### src/include/tsas_params.svh
`ifndef TSAS_PARAMS_SVH
`define TSAS_PARAMS_SVH

// ----------------------------------------------------------------
// timing
// ----------------------------------------------------------------
`define TSAS_CLK_KHZ        125000
`define TSAS_YEL_SET_MS     600
`define TSAS_YEL_CLR_MS     200
`define TSAS_TOG_HOLD_MS    96

// ----------------------------------------------------------------
// counts and frame geometry
// ----------------------------------------------------------------
`define TSAS_BPV_THRESH     256
`define TSAS_FT_THRESH      4
`define TSAS_ROB_PERIOD     6
`define TSAS_SF_FRAMES      72
`define TSAS_DS1_LAST_POS   192
`define TSAS_NUM_DS0        24
`define TSAS_SLC_SYNC_PAT   12'h1c7
`define TSAS_ESF_YEL_PAT    16'h00ff

// ----------------------------------------------------------------
// register offsets (byte addresses) and reset values
// ----------------------------------------------------------------
`define TSAS_REG_CTRL       4'h0
`define TSAS_REG_DATACH     4'h4
`define TSAS_REG_SLC        4'h8
`define TSAS_REG_STAT       4'hc
`define TSAS_CTRL_RST       32'h0000_0000
`define TSAS_DATACH_RST     24'h00_0000
`define TSAS_SLC_RST        24'h00_0000

// control register fields
`define TSAS_CTRL_ESF       0
`define TSAS_CTRL_RBS_OFF   1
`define TSAS_CTRL_SLC       2

// slc field register layout
`define TSAS_SLC_X_LSB      0
`define TSAS_SLC_S_LSB      11
`define TSAS_SLC_C_LSB      15
`define TSAS_SLC_A_LSB      18
`define TSAS_SLC_L_LSB      20

// ----------------------------------------------------------------
// backplane channel map
// ----------------------------------------------------------------
`define TSAS_CH_PHASE       5'h03
`define TSAS_CH_MS1         5'h0f
`define TSAS_CH_MS2         5'h1f
`define TSAS_PC_LO_FIRST    5'h04
`define TSAS_PC_LO_LAST     5'h0e
`define TSAS_PC_HI_FIRST    5'h10
`define TSAS_PC_HI_LAST     5'h1c

// status word bit positions
`define TSAS_MS1_YEL        7
`define TSAS_MS1_MIMIC      6
`define TSAS_MS1_FTERR      5
`define TSAS_MS1_ESFYEL     4
`define TSAS_MS1_MFLOST     3
`define TSAS_MS1_BPV        2
`define TSAS_MS1_SLIP       1
`define TSAS_MS1_SYNLOST    0
`define TSAS_MS2_BLUE       7
`define TSAS_MS2_V128       4
`define TSAS_MS2_V64        3

`endif

### src/include/tsas_pkg.sv
package tsas_pkg;

	typedef struct packed {
		logic        read;
		logic        write;
		logic [3:0]  address;
		logic [3:0]  byteenable;
		logic [31:0] writedata;
	} tsas_avm_req_t;

	// rate-limited toggle: count, hold timer since last toggle, pending
	typedef struct packed {
		logic [8:0] cnt;
		logic [6:0] holdMs;
		logic       pending;
		logic       tog;
	} tsas_tog_t;

	typedef struct packed {
		logic [31:0]      ctrl;
		logic [23:0]      dataCh;
		logic [23:0]      slc;
		logic             ack;
		logic [31:0]      rdata;
		logic [19:0]      msDiv;
		logic             msTick;
		logic [7:0]       rxPos;
		logic             rxOdd;
		logic             rxFrmYel;
		logic             rxFrmOnes;
		logic             blue;
		logic             yelWinPat;
		logic [9:0]       yelSetMs;
		logic [9:0]       yelClrMs;
		logic             yelD4;
		logic [15:0]      fdlSh;
		logic             esfYel;
		logic [7:0]       candCnt;
		logic             mimic;
		tsas_tog_t        line_violation_toggle;
		tsas_tog_t        ft;
		logic [7:0]       vCnt;
		logic [7:0]       txPos;
		logic [6:0]       txFrame;
		logic [2:0]       txSub;
		logic [1:0]       txRob;
		logic             txOut;
		logic [4:0]       bpCh;
		logic [2:0]       bpBit;
		logic [7:0]       inSh;
		logic [23:0][3:0] sig;
		logic [7:0]       snapM1;
		logic [7:0]       snapM2;
		logic [7:0]       snapPh;
		logic [23:0][3:0] snapSig;
		logic             csOut;
	} tsas_state_t;

endpackage

### src/verilog/tsas_core.sv
`include "tsas_params.svh"

// Function
// - abcd bits inserted only every sixth frame
// - input stream holds 24 per-channel abcd words
// - global disable bit stops all robbed signalling
// - per-channel data bit stops that channel
// - output stream: two masters, 24 channels, phase
// - d4 yellow after 600 ms bit2 zeros
// - d4 yellow released 200 ms after change
// - d4 yellow survives line errors
// - esf yellow on eight zeros, eight ones
// - blue alarm drops out on line errors
// - mimic set on multiple sync candidates
// - mimic cleared on resynchronization with at most one candidate
// - 72-frame subscriber-carrier framing pattern generated
// - violation bit toggles every 256 violations
// - that toggle at most every 96 ms
// - violations while a toggle is pending (threshold reached, hold not expired) are discarded
// - second bit toggles every 128 violations
// - third bit toggles every 64 violations
// - 128/64 bits free of hold time
// - word bit3 a, bit2 b, c d
// - framing error bit: four errors, 96 ms
// - format bit selects esf or d3/d4
module tsas_core
	import tsas_pkg::*;
#(
	parameter int unsigned MS_CYCLES = `TSAS_CLK_KHZ
) (
	input  wire logic          clock,
	input  wire logic          rst_n,
	input  wire tsas_avm_req_t avmReq,
	output logic [31:0]        avmReadData,
	output logic               avmWaitRequest,
	input  wire logic          bpBitEn,
	input  wire logic          bpFrameStart,
	input  wire logic          control_serial_in_b,
	output logic               control_serial_out,
	input  wire logic          txBitEn,
	input  wire logic          txFrameStart,
	input  wire logic          txMfStart,
	input  wire logic          txBitIn,
	output logic               txBitOut,
	input  wire logic          rxBitEn,
	input  wire logic          rxFrameStart,
	input  wire logic          rxMfStart,
	input  wire logic          rxBit,
	input  wire logic          rxViolation,
	input  wire logic          rxFramingErr,
	input  wire logic          syncLost,
	input  wire logic          mfSyncLost,
	input  wire logic          slipToggle,
	input  wire logic          reframeStart,
	input  wire logic          syncCandidate,
	input  wire logic          syncAchieved,
	input  wire logic [7:0]    phaseWord
);

	tsas_state_t s_ff;
	tsas_state_t nxt_s;

	// ----------------------------------------------------------------
	// helpers
	// ----------------------------------------------------------------
	// hold measured in whole ms ticks, so the gap is 95..96 ms
	function automatic tsas_tog_t togStep(tsas_tog_t t, logic ev, logic tick,
		logic [8:0] thr);
		tsas_tog_t n;
		n = t;
		if (tick && n.holdMs != 7'(`TSAS_TOG_HOLD_MS)) begin
			n.holdMs = n.holdMs + 7'h01;
		end
		if (ev && !n.pending) begin
			if (n.cnt == thr - 9'h001) begin
				n.cnt     = 9'h000;
				n.pending = 1'b1;
			end else begin
				n.cnt = n.cnt + 9'h001;
			end
		end
		if (n.pending && n.holdMs == 7'(`TSAS_TOG_HOLD_MS)) begin
			n.tog     = ~n.tog;
			n.pending = 1'b0;
			n.holdMs  = 7'h00;
		end
		return n;
	endfunction

	// backplane channel -> ds0 index, bit 5 flags a per-channel slot
	function automatic logic [5:0] chanMap(logic [4:0] ch);
		logic [5:0] r;
		r = 6'h00;
		if (ch >= `TSAS_PC_LO_FIRST && ch <= `TSAS_PC_LO_LAST) begin
			r = {1'b1, ch - `TSAS_PC_LO_FIRST};
		end else if (ch >= `TSAS_PC_HI_FIRST && ch <= `TSAS_PC_HI_LAST) begin
			r = {1'b1, ch - `TSAS_PC_HI_FIRST + 5'h0b};
		end
		return r;
	endfunction

	// frame index 0..71 -> framing bit of the 72-frame carrier format
	function automatic logic slcBit(logic [6:0] fr, logic [23:0] fld);
		logic [6:0] f;
		logic [5:0] e;
		logic       b;
		f = fr + 7'h01;
		e = f[6:1];
		b = 1'b0;
		if (f[0]) begin
			b = ~f[1];
		end else if (e <= 6'h0c) begin
			b = 1'(`TSAS_SLC_SYNC_PAT >> (4'hc - e[3:0]));
		end else if (e <= 6'h17) begin
			b = fld[`TSAS_SLC_X_LSB + 32'(e - 6'h0d)];
		end else if (e <= 6'h1a) begin
			b = fld[`TSAS_SLC_S_LSB + 32'(e - 6'h18)];
		end else if (e <= 6'h1d) begin
			b = fld[`TSAS_SLC_C_LSB + 32'(e - 6'h1b)];
		end else if (e <= 6'h1f) begin
			b = fld[`TSAS_SLC_A_LSB + 32'(e - 6'h1e)];
		end else if (e <= 6'h23) begin
			b = fld[`TSAS_SLC_L_LSB + 32'(e - 6'h20)];
		end else begin
			b = fld[`TSAS_SLC_S_LSB + 3];
		end
		return b;
	endfunction

	// ----------------------------------------------------------------
	// live status words
	// ----------------------------------------------------------------
	logic       esfMode;
	logic [7:0] liveM1;
	logic [7:0] liveM2;

	always_comb begin
		esfMode = s_ff.ctrl[`TSAS_CTRL_ESF];
		liveM1 = 8'h00;
		liveM1[`TSAS_MS1_YEL]     = s_ff.yelD4 & ~esfMode;
		liveM1[`TSAS_MS1_MIMIC]   = s_ff.mimic;
		liveM1[`TSAS_MS1_FTERR]   = s_ff.ft.tog;
		liveM1[`TSAS_MS1_ESFYEL]  = s_ff.esfYel & esfMode;
		liveM1[`TSAS_MS1_MFLOST]  = mfSyncLost;
		liveM1[`TSAS_MS1_BPV]     = s_ff.line_violation_toggle.tog;
		liveM1[`TSAS_MS1_SLIP]    = slipToggle;
		liveM1[`TSAS_MS1_SYNLOST] = syncLost;
		liveM2 = 8'h00;
		liveM2[`TSAS_MS2_BLUE] = s_ff.blue;
		liveM2[`TSAS_MS2_V128] = s_ff.vCnt[7];
		liveM2[`TSAS_MS2_V64]  = s_ff.vCnt[6];
	end

	// ----------------------------------------------------------------
	// next state
	// ----------------------------------------------------------------
	logic [5:0] map;
	logic [5:0] outMap;
	logic [7:0] outWord;
	logic [6:0] curFrame;
	logic [2:0] curSub;
	logic [1:0] curRob;
	logic [4:0] txCh;
	logic [1:0] sigSel;
	logic       maintenance_link_bits;
	logic [2:0] rxChBit;
	logic       avmReq_v;

	always_comb begin
		nxt_s    = s_ff;
		map      = 6'h00;
		outMap   = 6'h00;
		outWord  = 8'h00;
		curFrame = 7'h00;
		curSub   = 3'h0;
		curRob   = 2'h0;
		txCh     = 5'h00;
		sigSel   = 2'h0;
		maintenance_link_bits      = 1'b0;
		rxChBit  = 3'h0;
		avmReq_v = avmReq.read | avmReq.write;

		// register bus: one wait cycle, write lands at the completing edge
		nxt_s.ack = avmReq_v & ~s_ff.ack;
		if (avmReq_v && !s_ff.ack) begin
			case (avmReq.address)
				`TSAS_REG_CTRL:   nxt_s.rdata = s_ff.ctrl;
				`TSAS_REG_DATACH: nxt_s.rdata = {8'h00, s_ff.dataCh};
				`TSAS_REG_SLC:    nxt_s.rdata = {8'h00, s_ff.slc};
				`TSAS_REG_STAT:   nxt_s.rdata = {16'h0000, liveM2, liveM1};
				default:          nxt_s.rdata = 32'h0000_0000;
			endcase
		end
		if (avmReq.write && s_ff.ack) begin
			for (int i = 0; i < 4; i++) begin
				if (avmReq.byteenable[i]) begin
					case (avmReq.address)
						`TSAS_REG_CTRL: begin
							nxt_s.ctrl[i*8 +: 8] = (i == 0) ? (avmReq.writedata[7:0] & 8'h07) : 8'h00;
						end
						`TSAS_REG_DATACH: begin
							if (i < 3) nxt_s.dataCh[i*8 +: 8] = avmReq.writedata[i*8 +: 8];
						end
						`TSAS_REG_SLC: begin
							if (i < 3) nxt_s.slc[i*8 +: 8] = avmReq.writedata[i*8 +: 8];
						end
						default: ;
					endcase
				end
			end
		end

		// millisecond tick
		nxt_s.msTick = 1'b0;
		if (s_ff.msDiv == 20'(MS_CYCLES - 1)) begin
			nxt_s.msDiv  = 20'h00000;
			nxt_s.msTick = 1'b1;
		end else begin
			nxt_s.msDiv = s_ff.msDiv + 20'h00001;
		end

		// violation and framing error toggles, toggle counters restart at threshold, vCnt never cleared
		nxt_s.line_violation_toggle = togStep(s_ff.line_violation_toggle, rxViolation, s_ff.msTick, 9'(`TSAS_BPV_THRESH));
		nxt_s.ft  = togStep(s_ff.ft, rxFramingErr, s_ff.msTick, 9'(`TSAS_FT_THRESH));
		if (rxViolation) begin
			nxt_s.vCnt = s_ff.vCnt + 8'h01;
		end

		// mimic tracking
		if (reframeStart) begin
			nxt_s.candCnt = 8'h00;
		end else if (syncCandidate && s_ff.candCnt != 8'hff) begin
			nxt_s.candCnt = s_ff.candCnt + 8'h01;
		end
		if (syncAchieved) begin
			nxt_s.mimic = s_ff.candCnt > 8'h01;
		end

		// receive line monitor
		if (rxBitEn) begin
			if (rxFrameStart) begin
				nxt_s.rxPos = 8'h00;
				nxt_s.rxOdd = rxMfStart ? 1'b1 : ~s_ff.rxOdd;
				// close the previous frame
				if (s_ff.rxFrmYel) nxt_s.yelWinPat = 1'b1;
				nxt_s.blue      = s_ff.rxFrmOnes;
				nxt_s.rxFrmYel  = 1'b1;
				nxt_s.rxFrmOnes = 1'b1;
				maintenance_link_bits = esfMode && nxt_s.rxOdd;
				if (maintenance_link_bits) begin
					if (s_ff.esfYel && rxBit != s_ff.fdlSh[15]) nxt_s.esfYel = 1'b0;
					nxt_s.fdlSh = {s_ff.fdlSh[14:0], rxBit};
					if (nxt_s.fdlSh == `TSAS_ESF_YEL_PAT) nxt_s.esfYel = 1'b1;
				end
			end else if (s_ff.rxPos != 8'(`TSAS_DS1_LAST_POS)) begin
				nxt_s.rxPos = s_ff.rxPos + 8'h01;
				rxChBit = s_ff.rxPos[2:0];
				if (rxChBit == 3'h1 && rxBit) nxt_s.rxFrmYel = 1'b0;
				if (!rxBit) begin
					nxt_s.rxFrmOnes = 1'b0;
					nxt_s.blue      = 1'b0;
				end
			end
		end

		// d4 yellow: a ms with any alarm frame counts toward the alarm, so
		// isolated errored frames neither stop nor restart it
		if (s_ff.msTick) begin
			if (!(rxBitEn && rxFrameStart && s_ff.rxFrmYel)) nxt_s.yelWinPat = 1'b0; // set wins
			if (s_ff.yelWinPat) begin
				nxt_s.yelClrMs = 10'h000;
				if (s_ff.yelSetMs != 10'(`TSAS_YEL_SET_MS)) begin
					nxt_s.yelSetMs = s_ff.yelSetMs + 10'h001;
				end
				if (nxt_s.yelSetMs == 10'(`TSAS_YEL_SET_MS)) nxt_s.yelD4 = 1'b1;
			end else begin
				nxt_s.yelSetMs = 10'h000;
				if (s_ff.yelClrMs != 10'(`TSAS_YEL_CLR_MS)) begin
					nxt_s.yelClrMs = s_ff.yelClrMs + 10'h001;
				end
				if (nxt_s.yelClrMs == 10'(`TSAS_YEL_CLR_MS)) nxt_s.yelD4 = 1'b0;
			end
		end

		// transmit insertion
		if (txBitEn) begin
			if (txFrameStart) begin
				curFrame = txMfStart ? 7'h00 :
					(s_ff.txFrame == 7'(`TSAS_SF_FRAMES - 1) ? 7'h00 : s_ff.txFrame + 7'h01);
				curSub = (txMfStart || s_ff.txSub == 3'(`TSAS_ROB_PERIOD - 1)) ? 3'h0 :
					s_ff.txSub + 3'h1;
				curRob = txMfStart ? 2'h0 :
					(s_ff.txSub == 3'(`TSAS_ROB_PERIOD - 1) ? s_ff.txRob + 2'h1 : s_ff.txRob);
				nxt_s.txFrame = curFrame;
				nxt_s.txSub   = curSub;
				nxt_s.txRob   = curRob;
				nxt_s.txPos   = 8'h00;
				nxt_s.txOut   = s_ff.ctrl[`TSAS_CTRL_SLC] ? slcBit(curFrame, s_ff.slc) : txBitIn;
			end else begin
				nxt_s.txPos = (s_ff.txPos == 8'(`TSAS_DS1_LAST_POS)) ? s_ff.txPos : s_ff.txPos + 8'h01;
				txCh   = s_ff.txPos[7:3];
				sigSel = esfMode ? s_ff.txRob : {1'b0, s_ff.txRob[0]};
				nxt_s.txOut = txBitIn;
				if (s_ff.txPos != 8'(`TSAS_DS1_LAST_POS) && s_ff.txPos[2:0] == 3'h7 &&
					s_ff.txSub == 3'(`TSAS_ROB_PERIOD - 1) &&
					!s_ff.ctrl[`TSAS_CTRL_RBS_OFF] &&
					!s_ff.dataCh[txCh]) begin
					nxt_s.txOut = s_ff.sig[txCh][2'h3 - sigSel];
				end
			end
		end

		// backplane streams
		if (bpBitEn) begin
			if (bpFrameStart) begin
				nxt_s.bpCh    = 5'h00;
				nxt_s.bpBit   = 3'h0;
				nxt_s.snapM1  = liveM1;
				nxt_s.snapM2  = liveM2;
				nxt_s.snapPh  = phaseWord;
				nxt_s.snapSig = s_ff.sig;
			end else begin
				nxt_s.bpBit = s_ff.bpBit + 3'h1;
				if (s_ff.bpBit == 3'h7) nxt_s.bpCh = s_ff.bpCh + 5'h01;
			end
			nxt_s.inSh = {s_ff.inSh[6:0], control_serial_in_b};
			if (nxt_s.bpBit == 3'h7) begin
				map = chanMap(nxt_s.bpCh);
				if (map[5]) nxt_s.sig[map[4:0]] = nxt_s.inSh[3:0];
			end
			outMap = chanMap(nxt_s.bpCh);
			case (nxt_s.bpCh)
				`TSAS_CH_MS1:   outWord = nxt_s.snapM1;
				`TSAS_CH_MS2:   outWord = nxt_s.snapM2;
				`TSAS_CH_PHASE: outWord = nxt_s.snapPh;
				default:        outWord = outMap[5] ? {4'h0, nxt_s.snapSig[outMap[4:0]]} : 8'h00;
			endcase
			nxt_s.csOut = outWord[3'h7 - nxt_s.bpBit];
		end
	end

	// ----------------------------------------------------------------
	// state register
	// ----------------------------------------------------------------
	always_ff @(posedge clock or negedge rst_n) begin
		if (!rst_n) begin
			s_ff             <= '0;
			s_ff.ctrl        <= `TSAS_CTRL_RST;
			s_ff.dataCh      <= `TSAS_DATACH_RST;
			s_ff.slc         <= `TSAS_SLC_RST;
			s_ff.line_violation_toggle.holdMs  <= 7'(`TSAS_TOG_HOLD_MS);
			s_ff.ft.holdMs   <= 7'(`TSAS_TOG_HOLD_MS);
			s_ff.bpCh        <= 5'h1f;
			s_ff.bpBit       <= 3'h7;
			s_ff.txPos       <= 8'(`TSAS_DS1_LAST_POS);
			s_ff.rxPos       <= 8'(`TSAS_DS1_LAST_POS);
		end else begin
			s_ff <= nxt_s;
		end
	end

	assign avmReadData        = s_ff.rdata;
	assign avmWaitRequest     = (avmReq.read | avmReq.write) & ~s_ff.ack;
	assign control_serial_out = s_ff.csOut;
	assign txBitOut           = s_ff.txOut;

endmodule

### config.mk
export PLATFORM = sky130hd
export DESIGN_NAME = tsas_core
export DESIGN_NICKNAME = d
export VERILOG_FILES = /design/src/include/tsas_pkg.sv /design/src/verilog/tsas_core.sv
export VERILOG_INCLUDE_DIRS = /design/src /design/src/include
export SDC_FILE = /design/constraint.sdc
export NUM_CORES = 1
export LEC_CHECK = 0
export BUFFER_PORTS_ARGS = -buffer_cell sky130_fd_sc_hd__buf_2
export CORE_UTILIZATION = 55
export CTS_CLUSTER_SIZE = 10
export DETAILED_ROUTE_END_ITERATION = 8
export PLACE_DENSITY = 0.72
export REMOVE_ABC_BUFFERS = 1
export SLEW_MARGIN = 10
export SYNTH_ARGS = -nofsm -noshare
export SYNTH_HDL_FRONTEND = slang
export SYNTH_SLANG_ARGS = --single-unit
### constraint.sdc
create_clock -name clock -period 10.8 [get_ports clock]
set_input_delay 3.24 -clock clock [delete_from_list [all_inputs] [get_ports clock]]
set_output_delay 3.24 -clock clock [all_outputs]
set_load 0.005 [all_outputs]
==> impl_results.md <==
- Shortest period the worst path allows: roughly 7400 ps
- Slew margin rel.: 22.4%
- Critical path arrival: 4170 ps
- Commonest non-fill, non-tap cell in the layout: dfrtp_1
- Crit-path max FO: 25
- Area leader, netlist: dfrtp_1
- WL per Instance: about 21 µm
- Post-DRT Antenna Nets: 0
- Clock Latency Late Sink: 610 ps
- Register-to-register setup slack: roughly 5000 ps
- DRC: 0
- Peak Freq: approximately 130 MHz
- Setup TNS: 0 ps
- RSZ-0062 raised after global routing: false
- Post-synthesis instance total: about 2200
- Final period utilization: 68.7%
- Die X-Extent: about 210 µm
- Maximum root-to-sink buffer count: 3
- Post-CTS setup buffer count: 0
- Slew Viols, Final: 0
- Mux share of post-synthesis cell area: 22.6%
- Initial Util: between 50 and 60%
- Post-Syn Area: 0.0248 mm²
- Post-synthesis register bit count: 450
- Sequential cell area fraction in the yosys report: 45.5%
- CTS clk-pin slew, worst paths: ~50 ps
- Post-synth EDFFs: 0
- Filler Cells Inserted: between 3000 and 4000
- Final Skew: approximately 17 ps
- Nature of the critical path endpoint: output port
- CTS tree: done
- Average size of a mapped cell: about 11 µm²
- XOR/XNOR share of the synthesized area: under 10%
- Most frequent cells in the layout: 433 x dfrtp_1, 298 x mux2_2, 189 x nand2_1, 114 x nor2_1, 102 x mux2i_1
- Placement Setup Slack: between 2000 and 3000 ps
- Drt total wl: roughly 61 mm
- Final Worst Setup Slack: approximately 3400 ps
- Hold/Removal Path Class: flop to flop
- Initial antenna violation count: 5
- Syn-to-layout area delta: 9.22%
- Peak supply drop: between 0.0001 and 0.00015 V
- DP Area: 0.0255 mm²
- Crit Path Class: primary input to output port
- Placed cells: 2787
- Vias in the first global route: 18100
- CTS H-tree lvls: 2
- Startpoint Class: primary input
- Status: complete, no violations
- Share of the synthesized area in the top cell type: a little over two fifths
- Post-Synth Adder-Cell Area: approximately 2.5%
- Die Span Y: 214 µm
- Post-DP HPWL: 41.1 mm
- Post-layout nets: ~2400
- Largest family of logic cells by synthesized area: multiplexers
- Power Dens Cells: approximately 150 mW/mm²
- Final Instance Area: ~0.027 mm²
- Die ar.: approximately 0.046 mm²
- Port bufs: 88
- Initial DRC count: about 1600
- Yosys cell types: between 90 and 100
- Placer Congestion: 0.958
- YS warnings: 0
- Synth Area in Compound Gates: between 10 and 15%
- CTS root buf: clkbuf_16
- Site Rows: between 70 and 80
- Gr ovfl total: 0
- Cts hold-fix bufs: 0
- Hold Vio Cnt, Final: 0
- Pin count of the biggest net entering global routing: 160
- Leakage: approximately 0.012 µW
- Post-CTS sizing: 0
- IO Pins: about 110
- First drt pass iteration count: 5
- Least-Margin Pin Slew: 1150 ps
- Drt via density: 6.32
- CTS Sinks: 450
- Simple-gate share of the synthesized area: roughly 12%
- First-pass GRT wire length: roughly 99 mm
- All-layer global routing usage: between 20% and 30%
- Synth Flop Type: dfrtp_1
- Share of layout cells above drive strength 1: between 20% and 30%
- Required time worst endpoint: between 7000 and 8000 ps
- Setup violations, final: 0
- Synth top area cells: dfrtp_1 44%, mux2_2 14%, mux4_2 4.8%, mux2i_1 4.1%, nand2_1 2.9%
- Max-cap violations: 0
- Async SR Flop Fraction: 100%
- Total CTS buffers: 52
- Cell Count, Final, Fillers Out: 2875
- Vias: ~18000
- Core Area: between 0.04 and 0.05 mm²
==> power breakdown <==
group	switching (µW)	internal, µW
sequential	127	1790
combinational	248	219
clock	692	957
total	1070	2970
==> cells in the mapped netlist (5+ instances only) <==
library cell  number
dfrtp_1          434
mux2_2           298
nand2_1          190
nor2_1           114
mux2i_1          102
o21ai_0          101
nand3_1           83
clkbuf_1          68
a21oi_1           61
inv_1             53
mux4_2            53
xnor2_1           51
ha_1              49
a22oi_1           42
nor3_1            42
buf_4             41
nand4_1           33
xor2_1            33
buf_2             22
o22ai_1           21
nor2b_1           19
a211oi_1          16
a22o_1            16
and3_1            16
dfstp_2           16
and2_1            15
nor4_1            15
a221oi_1          13
o31ai_1           12
nand2b_1          11
or3_1             11
buf_1              9
a311oi_1           8
a31oi_1            8
nor3b_1            7
o211ai_1           7
o21a_1             7
and4_1             6
nand3b_1           6
o2111ai_1          6
a2111oi_0          5
a32o_1             5
==> state kept, by name, summed over array words and instances (netlist names) <==
signal              flops
control_serial_out      1
txBitOut                1
avmReadData            24
liveM2                  3
s_ff                  417
esfMode                 1
liveM1                  3
==> cells by family (layout without fill, tap and decap cells) <==
family,Yosys count,after routing
fa+ha+maj,49,49
compound gates,370,370
mux,455,455
other cells,1,9
buf+inv,198,256
simple gates,605,605
xor+xnor,89,89
flops,450,450
==> stage by stage <==
stage | total power (µW) | hold slack [ps] | utilization (%)
2_1_floorplan | 2220 | 433 | -
3_3_place_gp | 2380 | 447 | 57.5
3_5_place_dp | 2410 | 453 | 57.5
4_1_cts | 4070 | 460 | 61.1
5_1_grt | 4200 | 481 | 61.1
6_report | 4030 | 457 | 61.1
==> layer usage <==
layer	routed length [µm]	track usage, %	vias up	part of all wire, %
met5	30	0	-	0.049
met4	1610	9.02	6	2.6
met3	3920	4.41	114	6.4
met2	29300	43.2	642	48
met1	26500	36.9	9217	43
li1	-	-	8193	-
==> critical path, cell delays in order <==
cell and delay, ps:
buf_2 120, nor2_1 70, or2_2 430, inv_1 150, buf_2 160
==> worst paths after layout <==
| kind | depth (start not counted) | start | end |
|---|---|---|---|
| max reg2reg | 13 | s_ff[225]$_DFFE_PN1P_ | s_ff[189]$_DFFE_PN0P_ |
| min in group asynchronous | 1 | rst_n | s_ff[362]$_DFF_PN0_ |
| min reg2reg | 1 | s_ff[359]$_DFF_PN0_ | s_ff[359]$_DFF_PN0_ |
| max in group asynchronous | 2 | rst_n | s_ff[249]$_DFFE_PN0P_ |
| min | 1 | s_ff[359]$_DFF_PN0_ | s_ff[359]$_DFF_PN0_ |
| max | 5 | avmReq[40] | avmWaitRequest |
==> cell type report <==
cell class              count  area (µm²)  area share [%]
well taps                 592         741            2.74
clock inverters             6         135           0.499
flip-flops and latches    450       11300            41.7
multi-input cells        1576       12600            46.6
inverters                  58         223           0.823
clock buffers              81        1430            5.29
repair buffers            111         642            2.37
diodes                      1        2.50         0.00925
No activity file was read; power rests on OpenSTA's default activity.
